==> src/rtl/cil_pkg.sv <==
// package: constants and carrier types of the core interrupt logic
package cil_pkg;
  localparam int CIL_NUM_SRC = 11;
  localparam int CIL_NUM_PERIPH = 8;
  localparam logic [1:0] CIL_ADDR_CTRL = 2'h0;
  localparam logic [1:0] CIL_ADDR_PFLAG = 2'h1;
  localparam logic [1:0] CIL_ADDR_PEN = 2'h2;
  localparam logic [1:0] CIL_ADDR_STAT = 2'h3;
  localparam int CIL_BIT_GIE = 7;
  localparam int CIL_BIT_PGE = 6;
  localparam int CIL_BIT_T0E = 5;
  localparam int CIL_BIT_EXE = 4;
  localparam int CIL_BIT_PCE = 3;
  localparam int CIL_BIT_T0F = 2;
  localparam int CIL_BIT_EXF = 1;
  localparam int CIL_BIT_PCF = 0;
  localparam int CIL_BIT_WDX = 4;
  localparam int CIL_BIT_SLP = 3;
  localparam logic [7:0] CIL_CTRL_RST = 8'h00;
  localparam logic [7:0] CIL_PFLAG_RST = 8'h00;
  localparam logic [7:0] CIL_PEN_RST = 8'h00;
  localparam logic [7:0] CIL_STAT_RST = 8'h18;
  localparam logic [12:0] CIL_VECTOR = 13'h0004;
  localparam int CIL_LAT_SYNC = 3;

  typedef enum logic [1:0] {
    CIL_RUN = 2'b00,
    CIL_SLEEP = 2'b01,
    CIL_WAKE = 2'b10
  } cil_state_e;

  typedef struct packed {
    logic timer0_ovf;
    logic ext_pin;
    logic pin_change;
    logic [7:0] periph;
  } cil_events_s;

  typedef struct packed {
    logic flush;
    logic push;
    logic load_vec;
    logic [12:0] vector;
  } cil_redirect_s;
endpackage

==> src/rtl/cil_core_interrupt.sv <==
// core interrupt logic: flags, enables, vectoring and sleep wake-up
`timescale 1ns/10ps
module cil_core_interrupt
  import cil_pkg::*;
(
  input wire logic clk,
  input wire logic rst_n,
  input wire logic [1:0] reg_addr,
  input wire logic [7:0] reg_wdata,
  input wire logic reg_wr,
  input wire logic reg_rd,
  output logic [7:0] reg_rdata,
  input wire cil_events_s events,
  input wire logic ext_pin,
  input wire logic ext_edge_select,
  input wire logic instr_cycle,
  input wire logic sleep_op,
  input wire logic return_from_service_op,
  output cil_redirect_s redirect,
  output logic irq_request,
  output logic core_asleep
);
  logic [7:0] ctrl_reg, ctrl_next;
  logic [7:0] pflag_reg, pflag_next;
  logic [7:0] pen_reg, pen_next;
  logic [7:0] stat_reg, stat_next;
  logic [7:0] rdata_reg, rdata_next;
  logic ext_pin_reg;
  cil_state_e state_reg, state_next;
  logic [1:0] lat_reg, lat_next;
  logic pend_reg, pend_next;
  logic [2:0] redir_reg, redir_next;
  logic irq_reg, asleep_reg;

  // register index match, shared by write and read decode
  function automatic logic addr_hit(logic [1:0] a, logic [1:0] idx);
    return a == idx;
  endfunction

  wire wr_ctrl = reg_wr && addr_hit(reg_addr, CIL_ADDR_CTRL);
  wire wr_pflag = reg_wr && addr_hit(reg_addr, CIL_ADDR_PFLAG);
  wire wr_pen = reg_wr && addr_hit(reg_addr, CIL_ADDR_PEN);
  wire wr_stat = reg_wr && addr_hit(reg_addr, CIL_ADDR_STAT);

  wire ext_edge = ext_edge_select ? (ext_pin && !ext_pin_reg)
                                  : (!ext_pin && ext_pin_reg);

  wire core_hit = (ctrl_reg[CIL_BIT_T0E] && ctrl_reg[CIL_BIT_T0F]) ||
                  (ctrl_reg[CIL_BIT_EXE] && ctrl_reg[CIL_BIT_EXF]) ||
                  (ctrl_reg[CIL_BIT_PCE] && ctrl_reg[CIL_BIT_PCF]);
  wire periph_hit = ctrl_reg[CIL_BIT_PGE] && |(pen_reg & pflag_reg);
  wire any_hit = core_hit || periph_hit;
  wire wake_src = any_hit;
  wire take = ctrl_reg[CIL_BIT_GIE] && any_hit && (state_reg == CIL_RUN)
              && !pend_reg;

  // flags set by events; set beats software clear
  logic [7:0] ctrl_w;
  assign ctrl_w = wr_ctrl ? reg_wdata : ctrl_reg;
  always_comb begin
    ctrl_next = ctrl_w;
    if (events.timer0_ovf) begin
      ctrl_next[CIL_BIT_T0F] = 1'b1;
    end
    if (events.ext_pin || ext_edge) begin
      ctrl_next[CIL_BIT_EXF] = 1'b1;
    end
    if (events.pin_change) begin
      ctrl_next[CIL_BIT_PCF] = 1'b1;
    end
    if (take) begin
      ctrl_next[CIL_BIT_GIE] = 1'b0;
    end
    if (return_from_service_op) begin
      ctrl_next[CIL_BIT_GIE] = 1'b1;
    end
  end

  genvar gi;
  generate
    for (gi = 0; gi < CIL_NUM_PERIPH; gi++) begin : g_pflag
      assign pflag_next[gi] = (wr_pflag ? reg_wdata[gi] : pflag_reg[gi]) ||
                              events.periph[gi];
      chk_periph_bit: assert property (@(posedge clk)
        disable iff (!rst_n) events.periph[gi] |=> pflag_reg[gi])
        else $error("peripheral flag bit not set");
    end
  endgenerate
  assign pen_next = wr_pen ? reg_wdata : pen_reg;

  always_comb begin
    stat_next = wr_stat ? reg_wdata : stat_reg;
    if (state_reg == CIL_SLEEP && wake_src) begin
      stat_next[CIL_BIT_WDX] = 1'b1;
      stat_next[CIL_BIT_SLP] = 1'b0;
    end else if (sleep_op && state_reg == CIL_RUN) begin
      stat_next[CIL_BIT_SLP] = 1'b0;
    end
  end

  assign rdata_next = !reg_rd ? 8'h00 :
                      addr_hit(reg_addr, CIL_ADDR_CTRL) ? ctrl_reg :
                      addr_hit(reg_addr, CIL_ADDR_PFLAG) ? pflag_reg :
                      addr_hit(reg_addr, CIL_ADDR_PEN) ? pen_reg : stat_reg;

  always_comb begin
    state_next = state_reg;
    pend_next = pend_reg;
    lat_next = lat_reg;
    redir_next = 3'h0;
    case (state_reg)
      CIL_RUN: begin
        if (take) begin
          pend_next = 1'b1;
          lat_next = 2'(CIL_LAT_SYNC - 1);
          redir_next[2] = 1'b1;
        end else if (sleep_op) begin
          state_next = CIL_SLEEP;
        end
      end
      CIL_SLEEP: begin
        if (wake_src) begin
          state_next = CIL_WAKE;
        end
      end
      default: begin
        if (instr_cycle) begin
          state_next = CIL_RUN;
        end
      end
    endcase
    if (pend_reg && instr_cycle) begin
      if (lat_reg == 2'h0) begin
        pend_next = 1'b0;
        // push and load vector in the same cycle; only pc saved
        redir_next[1] = 1'b1;
        redir_next[0] = 1'b1;
      end else begin
        lat_next = lat_reg - 2'h1;
      end
    end
  end

  always_ff @(posedge clk) begin
    if (!rst_n) begin
      ctrl_reg <= CIL_CTRL_RST;
      pflag_reg <= CIL_PFLAG_RST;
      pen_reg <= CIL_PEN_RST;
      stat_reg <= CIL_STAT_RST;
      rdata_reg <= 8'h00;
      // take the pin level so release brings no false edge
      ext_pin_reg <= ext_pin;
      state_reg <= CIL_RUN;
      lat_reg <= 2'h0;
      pend_reg <= 1'b0;
      redir_reg <= 3'h0;
      irq_reg <= 1'b0;
      asleep_reg <= 1'b0;
    end else begin
      ctrl_reg <= ctrl_next;
      pflag_reg <= pflag_next;
      pen_reg <= pen_next;
      stat_reg <= stat_next;
      rdata_reg <= rdata_next;
      ext_pin_reg <= ext_pin;
      state_reg <= state_next;
      lat_reg <= lat_next;
      pend_reg <= pend_next;
      redir_reg <= redir_next;
      irq_reg <= ctrl_reg[CIL_BIT_GIE] && any_hit;
      asleep_reg <= (state_next == CIL_SLEEP);
    end
  end

  assign reg_rdata = rdata_reg;
  assign redirect.flush = redir_reg[2];
  assign redirect.push = redir_reg[1];
  assign redirect.load_vec = redir_reg[0];
  assign redirect.vector = CIL_VECTOR;
  assign irq_request = irq_reg;
  assign core_asleep = asleep_reg;

  // checker helper: instruction cycles since acceptance
  logic [2:0] ic_seen_reg;
  always_ff @(posedge clk) begin
    if (!rst_n || take) begin
      ic_seen_reg <= 3'h0;
    end else if (pend_reg && instr_cycle && ic_seen_reg != 3'h7) begin
      ic_seen_reg <= ic_seen_reg + 3'h1;
    end
  end

  // checks
  chk_reset_disables: assert property (@(posedge clk)
    !rst_n |=> !ctrl_reg[CIL_BIT_GIE] && !irq_request)
    else $error("interrupts enabled after reset");
  chk_flag_sets: assert property (@(posedge clk) disable iff (!rst_n)
    events.timer0_ovf |=> ctrl_reg[CIL_BIT_T0F])
    else $error("timer flag not set by event");
  chk_periph_flag: assert property (@(posedge clk) disable iff (!rst_n)
    events.periph[0] |=> pflag_reg[0])
    else $error("peripheral flag not set");
  chk_gie_cleared: assert property (@(posedge clk) disable iff (!rst_n)
    take && !return_from_service_op |=> !ctrl_reg[CIL_BIT_GIE])
    else $error("global enable not cleared on entry");
  chk_flush_first: assert property (@(posedge clk) disable iff (!rst_n)
    take |=> redirect.flush)
    else $error("no flush on acceptance");
  chk_no_take_off: assert property (@(posedge clk) disable iff (!rst_n)
    !ctrl_reg[CIL_BIT_GIE] |=> !redirect.flush)
    else $error("vectoring with global enable clear");
  chk_return_sets: assert property (@(posedge clk) disable iff (!rst_n)
    return_from_service_op |=> ctrl_reg[CIL_BIT_GIE])
    else $error("return did not set global enable");
  chk_push_vector: assert property (@(posedge clk) disable iff (!rst_n)
    redirect.load_vec |-> redirect.push && redirect.vector == CIL_VECTOR)
    else $error("vector without push");
  chk_wake_status: assert property (@(posedge clk) disable iff (!rst_n)
    state_reg == CIL_SLEEP && wake_src && !wr_stat |=>
      stat_reg[CIL_BIT_WDX] && !stat_reg[CIL_BIT_SLP])
    else $error("wake status bits wrong");
  chk_irq_term: assert property (@(posedge clk) disable iff (!rst_n)
    irq_request == $past(ctrl_reg[CIL_BIT_GIE] && any_hit))
    else $error("request term mismatch");

  chk_ext_rise: assert property (@(posedge clk) disable iff (!rst_n)
    ext_edge_select && ext_pin && !ext_pin_reg |=> ctrl_reg[CIL_BIT_EXF])
    else $error("rising edge did not set external flag");
  chk_ext_fall: assert property (@(posedge clk) disable iff (!rst_n)
    !ext_edge_select && !ext_pin && ext_pin_reg |=> ctrl_reg[CIL_BIT_EXF])
    else $error("falling edge did not set external flag");
  chk_pin_change: assert property (@(posedge clk) disable iff (!rst_n)
    events.pin_change |=> ctrl_reg[CIL_BIT_PCF])
    else $error("pin change flag not set");
  chk_gie_gate: assert property (@(posedge clk) disable iff (!rst_n)
    !ctrl_reg[CIL_BIT_GIE] |=> !irq_request)
    else $error("request with global enable clear");
  chk_group_gate: assert property (@(posedge clk) disable iff (!rst_n)
    !ctrl_reg[CIL_BIT_PGE] && !core_hit |=> !irq_request)
    else $error("peripheral request with group enable clear");
  chk_sleep_in: assert property (@(posedge clk) disable iff (!rst_n)
    state_reg == CIL_RUN && sleep_op && !take |=> core_asleep)
    else $error("sleep not entered");
  chk_wake_out: assert property (@(posedge clk) disable iff (!rst_n)
    state_reg == CIL_SLEEP && wake_src |=> !core_asleep)
    else $error("enabled source did not wake the core");
  chk_wake_flag: assert property (@(posedge clk) disable iff (!rst_n)
    state_reg == CIL_SLEEP && wake_src && !reg_wr |=>
      (|ctrl_reg[CIL_BIT_T0F:CIL_BIT_PCF]) || (|pflag_reg))
    else $error("wake without any flag set");
  chk_wake_first: assert property (@(posedge clk) disable iff (!rst_n)
    state_reg == CIL_WAKE |=> !redirect.flush)
    else $error("vectoring before the instruction after sleep");
  chk_latency: assert property (@(posedge clk) disable iff (!rst_n)
    redirect.load_vec |-> ic_seen_reg == 3'(CIL_LAT_SYNC))
    else $error("vector latency wrong");
  chk_flush_once: assert property (@(posedge clk) disable iff (!rst_n)
    redirect.flush |=> !redirect.flush)
    else $error("flush longer than one cycle");
  chk_load_once: assert property (@(posedge clk) disable iff (!rst_n)
    redirect.load_vec |=> !redirect.load_vec)
    else $error("vector load longer than one cycle");
  chk_sleep_stat: assert property (@(posedge clk) disable iff (!rst_n)
    state_reg == CIL_RUN && sleep_op && !take && !wr_stat |=>
      !stat_reg[CIL_BIT_SLP])
    else $error("sleep entry bit not cleared");
  // read data only after a read
  chk_rdata_idle: assert property (@(posedge clk) disable iff (!rst_n)
    !reg_rd |=> reg_rdata == 8'h00)
    else $error("read data without read strobe");
  chk_pend_block: assert property (@(posedge clk) disable iff (!rst_n)
    pend_reg |=> !redirect.flush)
    else $error("second entry while vectoring");
  cov_take: cover property (@(posedge clk) disable iff (!rst_n)
    take ##[1:40] redirect.load_vec);
  cov_wake: cover property (@(posedge clk) disable iff (!rst_n)
    state_reg == CIL_SLEEP ##1 state_reg == CIL_WAKE);
  cov_return: cover property (@(posedge clk) disable iff (!rst_n)
    redirect.load_vec ##[1:100] return_from_service_op);
  cov_ext_edge: cover property (@(posedge clk) disable iff (!rst_n)
    ext_edge ##1 ctrl_reg[CIL_BIT_EXF]);
  cov_periph_take: cover property (@(posedge clk) disable iff (!rst_n)
    periph_hit && take);
endmodule

==> config.mk <==
export PLATFORM = sky130hd
export DESIGN_NAME = cil_core_interrupt
export DESIGN_NICKNAME = d
export VERILOG_FILES = /design/src/rtl/cil_pkg.sv /design/src/rtl/cil_core_interrupt.sv
export SDC_FILE = /design/constraint.sdc
export NUM_CORES = 1
export LEC_CHECK = 0
export BUFFER_PORTS_ARGS = -buffer_cell sky130_fd_sc_hd__buf_2
export CAP_MARGIN = 20
export CELL_PAD_IN_SITES_DETAIL_PLACEMENT = 0
export CELL_PAD_IN_SITES_GLOBAL_PLACEMENT = 1
export CORE_MARGIN = 4
export CORE_UTILIZATION = 42
export DETAILED_ROUTE_END_ITERATION = 10
export PLACE_DENSITY_LB_ADDON = 0.1
export SLEW_MARGIN = 20
export SYNTH_ARGS = -nofsm -noshare
export SYNTH_HDL_FRONTEND = slang
export SYNTH_SLANG_ARGS = --single-unit
==> constraint.sdc <==
create_clock -name clk -period 4.2 [get_ports clk]
set_clock_uncertainty 0.2 [all_clocks]
set_input_delay 0.42 -clock clk [delete_from_list [all_inputs] [get_ports clk]]
set_output_delay 0.42 -clock clk [all_outputs]
set_load 0.05 [all_outputs]
==> metrics.cfg, run 1 <==
[power_and_ir_drop]
switching_power_mw=0.253
intPower_mw=0.677
p_leak_nw=1.19
clkPwrFrac_pct=30.3
cellPowerDensity_mw_per_mm2=379
p_comb_share_pct=14.5
finalPower_mw=0.930
seqPwrFrac_pct=55.2
swShare_pct=27.2
ir_drop_mv=0.181

[critical_path]
path_delay_family=compound AO/OA/AOI/OAI gates
startpoint_type=register
worstPathCellList=a222oi_1, nand2_1, a311o_1
cp_num_buf_inv=0
critPathKind=register to register
cp-end-kind=register
cp_slowest_cell=a222oi_1
crit_arrival_ns=1.84
critical_path_required_ns=4.18
slowest_delay_ns=0.63
path_max_fanout=4

[synth]
ys.flop_type=dfxtp_1
ys_ff_latch=50
synthMuxAreaShare_pct=18.8
synth_simple_gate_area_share_pct=14.6
synth.distinct_cells=36
synth_fa_ha_area_share_pct=0
synth-xor-area-share_pct=0
async_reset_ff_share_pct=0
yosysSeqAreaShare_pct=45.9
synth_top_family_by_area=multiplexers
netlist_instances=226
avgSynthCellArea_um2=9.64
syn_area_mm2=0.00218
yosysWarningCount=0
synth_compound_area_share_pct=11.0
synth_edf_count=0

[clock_network]
ctsResizeCount=0
cts_buffer_depth=2
clockRootBuffer=clkbuf_8
cts_hold_buf=0
cts_setup_buffers=0
cts_tree=done
cts_made_buffers=5
htreeDepth=2
cts_sinks=50
clk_pin_slew_ns=0.09
clk_latency_ns=0.29

[final_layout]
ff_latch_area_mm2=0.00100
final_common_cell=dfxtp_1
layout_common_cells=50 x dfxtp_1, 42 x buf_2, 25 x nor2_1
instances_no_fill=329
nFillCells=511
nets=291
drive_above_1_share_pct=22.1
areaGrowthSynthToFinish_pct=12.5
multi_input_comb_area_mm2=0.00102
diodes=0
stdcell_area_mm2=0.00245
utilization_pct=50.3

[sta]
slew_headroom_pct=32.0
setup_viol=0
fin_crit_sh_pct=44.3
fin_ws_ns=2.34
setup-tns-final_ns=0
slew_violations=0
worst_slew_pin_slew_ns=1.02
max_freq_mhz=537
final-hold-violation-count=0
period_minus_slack_ns=1.86
holdWs_ns=0.0547
rsz0062_at_grt=false

[global_route]
grt-busiest-layer=met1
met3_usage_pct=3.16
use_met1_pct=22.1
grt_pass1_wl_um=7470
grt_antenna_before_repair=0
grt_pass1_vias=1500
overflow=0
use_met2_pct=21.9
grt_max_degree=34
grt_usage_pct=15.0

[drt]
viasPerCell=4.91
ant_nets=0
wl_per_cell_um=14.2
drt_wl_total_um=4660
dr.pass1.iters=4
vias=1615
drc=0
initialDrtViolationCount=111

[floorplanning]
fp.dieH_um=80.0
start_util_pct=44.7
die_width_um=80.0
dieArea_mm2=0.00641
core-area_mm2=0.00488
ios=56
rows=25

[place]
dp_hpwl_um=3430
globalplace.congestion=0.755
dpl_cell_area_mm2=0.00236
dp.cells=321
pre_cts_ws_ns=2.20
io_buffers=42

[run]
maxCapViolCount=0

[hold_path]
holdCritPathClass=input pin to register

[run_status]
status=finished clean

[worst paths after layout]
path,from,to,slack (ns),depth (start not counted)
worst max-delay path,ctrl_reg[5],stat_reg[4],2.34,3
worst min-delay path,ext_pin,ext_pin_reg,0.05,1
worst max register to register,ctrl_reg[5],stat_reg[4],2.34,3
worst min register to register,stat_reg[7],stat_reg[7],0.26,2
[cells in the mapped netlist, drive strengths merged, types with 2 or more instances]
master  instances  area share, %
dfxtp          50             46
nor2           25            4.3
mux2i          23             11
buf            20            6.4
nand2          19            3.3
a21oi          15            3.4
and3           11            3.2
inv            11            1.9
mux4            8            8.3
clkbuf          6            1.0
a22oi           4            1.4
nand3           4           0.92
a211oi          3            1.0
nor2b           3           0.86
o21ai           3           0.69
a21boi          2           0.69
conb            2           0.34
nand3b          2           0.69
nor3            2           0.46
[final cells by class]
class,count,area share [%]
clock inverters,1,0.204
repair buffers,43,8.88
well taps,67,3.42
inverters,11,1.68
flip-flops and latches,50,40.8
clock buffers,7,3.52
multi-input cells,150,41.5
[layer usage]
metal / up-vias / routed length [µm]
met3: 7 / 304
met4: 0 / 62
met5: - / 0
li1: 831 / -
met1: 722 / 2340
met2: 55 / 1960
[kinds of logic after synthesis]
logic type | count (synthesis)
buffers and inverters | 37
multiplexers | 31
other | 2
flip-flops | 50
AND/OR/NAND/NOR | 69
AO/OA/AOI/OAI | 37
[power by group through the flow]
stage                     clock network, mW  logic (mW)  registers [mW]
after floorplan                           0       0.101           0.530
after global placement                    0       0.135           0.524
after detailed placement                  0       0.135           0.524
after CTS                             0.292       0.136           0.513
after global routing                  0.313       0.147           0.516
final                                 0.282       0.135           0.513
Power figures use the tool's default switching activity.
==> run 2, diff against run 1 <==
--- a/config.mk
+++ b/config.mk
@@ -10,7 +10,7 @@
 export CELL_PAD_IN_SITES_DETAIL_PLACEMENT = 0
 export CELL_PAD_IN_SITES_GLOBAL_PLACEMENT = 1
 export CORE_MARGIN = 4
-export CORE_UTILIZATION = 42
+export CORE_UTILIZATION = 35
 export DETAILED_ROUTE_END_ITERATION = 10
 export PLACE_DENSITY_LB_ADDON = 0.1
 export SLEW_MARGIN = 20
==> constraint.sdc (replaced) <==
create_clock -name clk -period 1.7 [get_ports clk]
set_clock_uncertainty 0.2 [all_clocks]
set_input_delay 0.17 -clock clk [delete_from_list [all_inputs] [get_ports clk]]
set_output_delay 0.17 -clock clk [all_outputs]
set_load 0.05 [all_outputs]
==> run 2 against run 1 <==
Total power increased to 2.6 times the previous value. Critical endpoint unchanged. Highest routed layer unchanged. Design area rose by 17%. Combinational power grew to 3.2 times the previous value. Sequential share of layout area fell by 6.0 points.
==> metrics.cfg, run 2 (same netlist as run 1, synthesis figures left out) <==
[final_layout]
layout_common_cells=50 x dfxtp_1, 42 x buf_2, 25 x nor2_1
nFillCells=576
stdcell_area_mm2=0.00287
nets=333
drive_above_1_share_pct=26.3
utilization_pct=48.0
areaGrowthSynthToFinish_pct=31.8
diodes=0
final_common_cell=dfxtp_1

[floorplanning]
die_width_um=86.9
core-area_mm2=0.00599
ios=56
fp.dieH_um=86.9
start_util_pct=36.4
dieArea_mm2=0.00755
rows=28

[sta]
rsz0062_at_grt=false
fin_crit_sh_pct=95.0
slew_violations=0
final-hold-violation-count=0
holdWs_ns=0.0118
setup_viol=0
setup-tns-final_ns=0
period_minus_slack_ns=1.62
max_freq_mhz=619

[drt]
dr.pass1.iters=4
initialDrtViolationCount=82
vias=1784
viasPerCell=4.71
ant_nets=0
drt_wl_total_um=5390
drc=0
wl_per_cell_um=14.2

[clock_network]
cts_made_buffers=5
clk_pin_slew_ns=0.09
clk_latency_ns=0.30
cts_tree=done
clockRootBuffer=clkbuf_8
cts_sinks=50
htreeDepth=2
cts_setup_buffers=0
cts_buffer_depth=2

[critical_path]
crit_arrival_ns=1.62
critical_path_required_ns=1.70
r2r_slack_ns=0.08
startpoint_type=register
cp_slowest_cell=dfxtp_1
slowest_delay_ns=0.35
rr_endpoint=stat_reg[4]
rr_startpoint=ctrl_reg[5]
reg2reg_depth=4
critPathKind=register to register
cp-end-kind=register
path_max_fanout=4
worstPathCellList=a222oi_1, buf_4, nand2_1, a311o_1

[place]
io_buffers=42
dpl_cell_area_mm2=0.00254
dp_hpwl_um=3790
globalplace.congestion=0.793

[run_status]
status=finished clean

[global_route]
grt_usage_pct=15.0
grt_pass1_wl_um=8670
grt_max_degree=24
grt_pass1_vias=1688
overflow=0
grt_antenna_before_repair=0

[power_and_ir_drop]
p_leak_nw=1.39
cellPowerDensity_mw_per_mm2=843
ir_drop_mv=0.389

[hold_path]
min_from=reg_rd
min_to=reg_rdata[7]
min_path_cells=2
holdCritPathClass=input pin to register

[run]
maxCapViolCount=0

==> run 2: cell count changes in the layout (fill, tap and decap cells not counted) <==
| cell | delta |
|---|---|
| a21boi_1 | -1 |
| a21boi_2 | +1 |
| a22oi_1 | -1 |
| a22oi_2 | +1 |
| buf_12 | +2 |
| buf_4 | +17 |
| dlygate4sd3_1 | +23 |
| o21ai_1 | -1 |
| o21ai_2 | +1 |
==> run 2: final cells by class <==
class	instances	area (µm²)	area share (%)
Tap cell	75	93.8	3.27
Multi-Input combinational cell	150	1030	35.8
Sequential cell	50	1000	34.8
Clock inverter	1	5.00	0.174
Timing Repair Buffer	85	616	21.4
Clock buffer	7	86.3	3.01
Inverter	11	41.3	1.44
==> run 2: where the power goes <==
| part | switching (mW) | internal [mW] | total, mW |
|---|---|---|---|
| Clock | 0.403 | 0.330 | 0.732 |
| Combinational | 0.242 | 0.187 | 0.430 |
| Sequential | 0.0338 | 1.23 | 1.26 |
==> run 2: worst max path at each step <==
stage | start | endpoint | slack, ns | cells after the start
floorplan | ctrl_reg[5] | stat_reg[4] | 0.13 | 3
global placement | pflag_reg[5] | stat_reg[4] | 0.05 | 5
detailed placement | pflag_reg[5] | stat_reg[4] | 0.03 | 5
CTS | pflag_reg[5] | stat_reg[4] | 0.02 | 5
global route | pflag_reg[5] | stat_reg[4] | 0.02 | 5
finish | ctrl_reg[5] | stat_reg[4] | 0.08 | 4
==> run 2: critical path, delay by kind of cell (launching register included) <==
family / cells / cell delay [ns]
compound gates: 2 / 0.69
buf+inv: 1 / 0.20
flops: 1 / 0.35
simple gates: 1 / 0.07
==> run 2: through the flow <==
| stage | std cells | power, mW | setup WS (ns) |
|---|---|---|---|
| floorplan | 237 | 1.56 | 0.132 |
| global placement | 348 | 1.67 | 0.0523 |
| detailed placement | 348 | 1.67 | 0.0296 |
| CTS | 379 | 2.44 | 0.0206 |
| global route | 379 | 2.54 | 0.0235 |
| finish | 379 | 2.42 | 0.0846 |
==> run 2: what timing repair did <==
action,4_1_cts,5_1_grt
resized for setup,0,3
endpoints found under the hold margin,34,0
setup endpoints to repair,0,8
hold buffers,23,0
==> run 2: layer usage <==
metal | wire (µm) | track usage [%] | vias to the layer above
met4 | 60 | 5.24 | 0
met1 | 2720 | 22.8 | 828
met2 | 2320 | 20.4 | 43
met3 | 293 | 3.41 | 5
met5 | 0 | 0 | -
li1 | - | - | 908
==> run 3, diff against run 2 <==
==> constraint.sdc (replaced) <==
create_clock -name clk -period 1.7 [get_ports clk]
set_clock_uncertainty 0.2 [all_clocks]
set_input_delay 0.34 -clock clk [delete_from_list [all_inputs] [get_ports clk]]
set_output_delay 0.34 -clock clk [all_outputs]
set_load 0.05 [all_outputs]
==> run 3 against run 2 <==
Sequential cell count did not move. Via count fell by 2.4%. Combinational power fell by 3%. Worst hold slack improved by 0.021 ns. Clock power rose by 13%. First-iteration DRC count rose by 20%. Critical path type unchanged. Critical endpoint unchanged. Highest routed layer unchanged.
==> metrics.cfg, run 3 (same netlist as run 1, synthesis figures left out) <==
[run_status]
status=finished clean

[sta]
setup-tns-final_ns=0
max_freq_mhz=618
fin_ws_ns=0.0829
setup_viol=0
rsz0062_at_grt=false
slew_violations=0
period_minus_slack_ns=1.62
final-hold-violation-count=0
fin_crit_sh_pct=95.1

[floorplanning]
start_util_pct=36.4
die_width_um=86.9
core-area_mm2=0.00599
ios=56
rows=28
fp.dieH_um=86.9
dieArea_mm2=0.00755

[drt]
vias=1741
dr.pass1.iters=4
initialDrtViolationCount=98
drt_wl_total_um=5240
drc=0
ant_nets=0
viasPerCell=4.74
wl_per_cell_um=14.3

[critical_path]
slowest_delay_ns=0.35
critical_path_required_ns=1.70
path_max_fanout=4
cp-end-kind=register
crit_arrival_ns=1.62
worstPathCellList=a222oi_1, buf_4, nand2_1, a311o_1
critPathKind=register to register
cp_num_buf_inv=1
cp_slowest_cell=a222oi_1
path_delay_family=compound AO/OA/AOI/OAI gates
startpoint_type=register

[run]
maxCapViolCount=0

[final_layout]
multi_input_comb_area_mm2=0.00102
drive_above_1_share_pct=30.1
ff_latch_area_mm2=0.00100
areaGrowthSynthToFinish_pct=26.8
layout_common_cells=50 x dfxtp_1, 42 x buf_2, 26 x buf_4
diodes=0
final_common_cell=dfxtp_1
nets=321
nFillCells=604

[power_and_ir_drop]
p_leak_nw=1.37
ir_drop_mv=0.388
cellPowerDensity_mw_per_mm2=904
finalPower_mw=2.50

[global_route]
grt_usage_pct=14.8
overflow=0
grt_antenna_before_repair=0
grt_max_degree=28
grt_pass1_wl_um=8560
grt_pass1_vias=1625

[clock_network]
clk_pin_slew_ns=0.09
htreeDepth=2
clockRootBuffer=clkbuf_8
cts_tree=done
cts_buffer_depth=2
cts_setup_buffers=0
clk_latency_ns=0.30
cts_sinks=50
cts_made_buffers=5

[hold_path]
holdCritPathClass=input pin to register

[place]
pre_cts_ws_ns=0.0372
globalplace.congestion=0.784
io_buffers=42
dp_hpwl_um=3960

## run 3: per-stage QoR
stage | instances | hold WS [ns] | util, % | area [µm²]
detailed placement | 358 | 0.248 | 44.0 | 2640
finish | 367 | 0.0333 | 46.1 | 2760
global route | 367 | 0.0375 | 46.1 | 2760
CTS | 367 | 0.0299 | 46.0 | 2760
global placement | 358 | 0.239 | 44.0 | 2640
floorplan | 237 | 0.168 | - | 2220
## run 3: routing by layer
layer / up-vias / global-route usage (%) / wire length (µm)
li1: 882 / - / -
met1: 801 / 22.1 / 2560
met2: 52 / 20.8 / 2260
met3: 6 / 3.69 / 353
met4: 0 / 4.67 / 65
met5: - / 0 / 0
## run 3: worst min-delay path, cell delays in order
cell and delay [ns]:
buf_2 0.08, nand2_1 0.04, o31ai_1 0.05
## run 3: path summary, 6_finish.rpt
check	from	to	slack, ns	depth (start not counted)
worst max-delay path	ctrl_reg[5]	stat_reg[4]	0.08	4
worst min-delay path	return_from_service_op	ctrl_reg[7]	0.03	3
worst max register to register	ctrl_reg[5]	stat_reg[4]	0.08	4
worst min register to register	stat_reg[6]	stat_reg[6]	0.26	2
## run 3: what timing repair did
| item | in CTS | in global routing |
|---|---|---|
| hold buffers | 1 | 0 |
| resized for setup | 0 | 2 |
| setup endpoints to repair | 0 | 9 |
| hold endpoints to repair | 1 | 0 |
## run 3: final cells by class
class	instances	area share (%)
Clock buffer	7	2.76
Clock inverter	1	1.09
Inverter	11	1.49
Multi-Input combinational cell	150	37.1
Sequential cell	50	36.2
Tap cell	75	3.40
Timing Repair Buffer	73	17.9
## run 3: where the power goes
part           internal, mW  total (mW)  switching [mW]
logic                 0.173       0.417           0.244
clock network         0.441       0.826           0.386
registers              1.23        1.25          0.0300
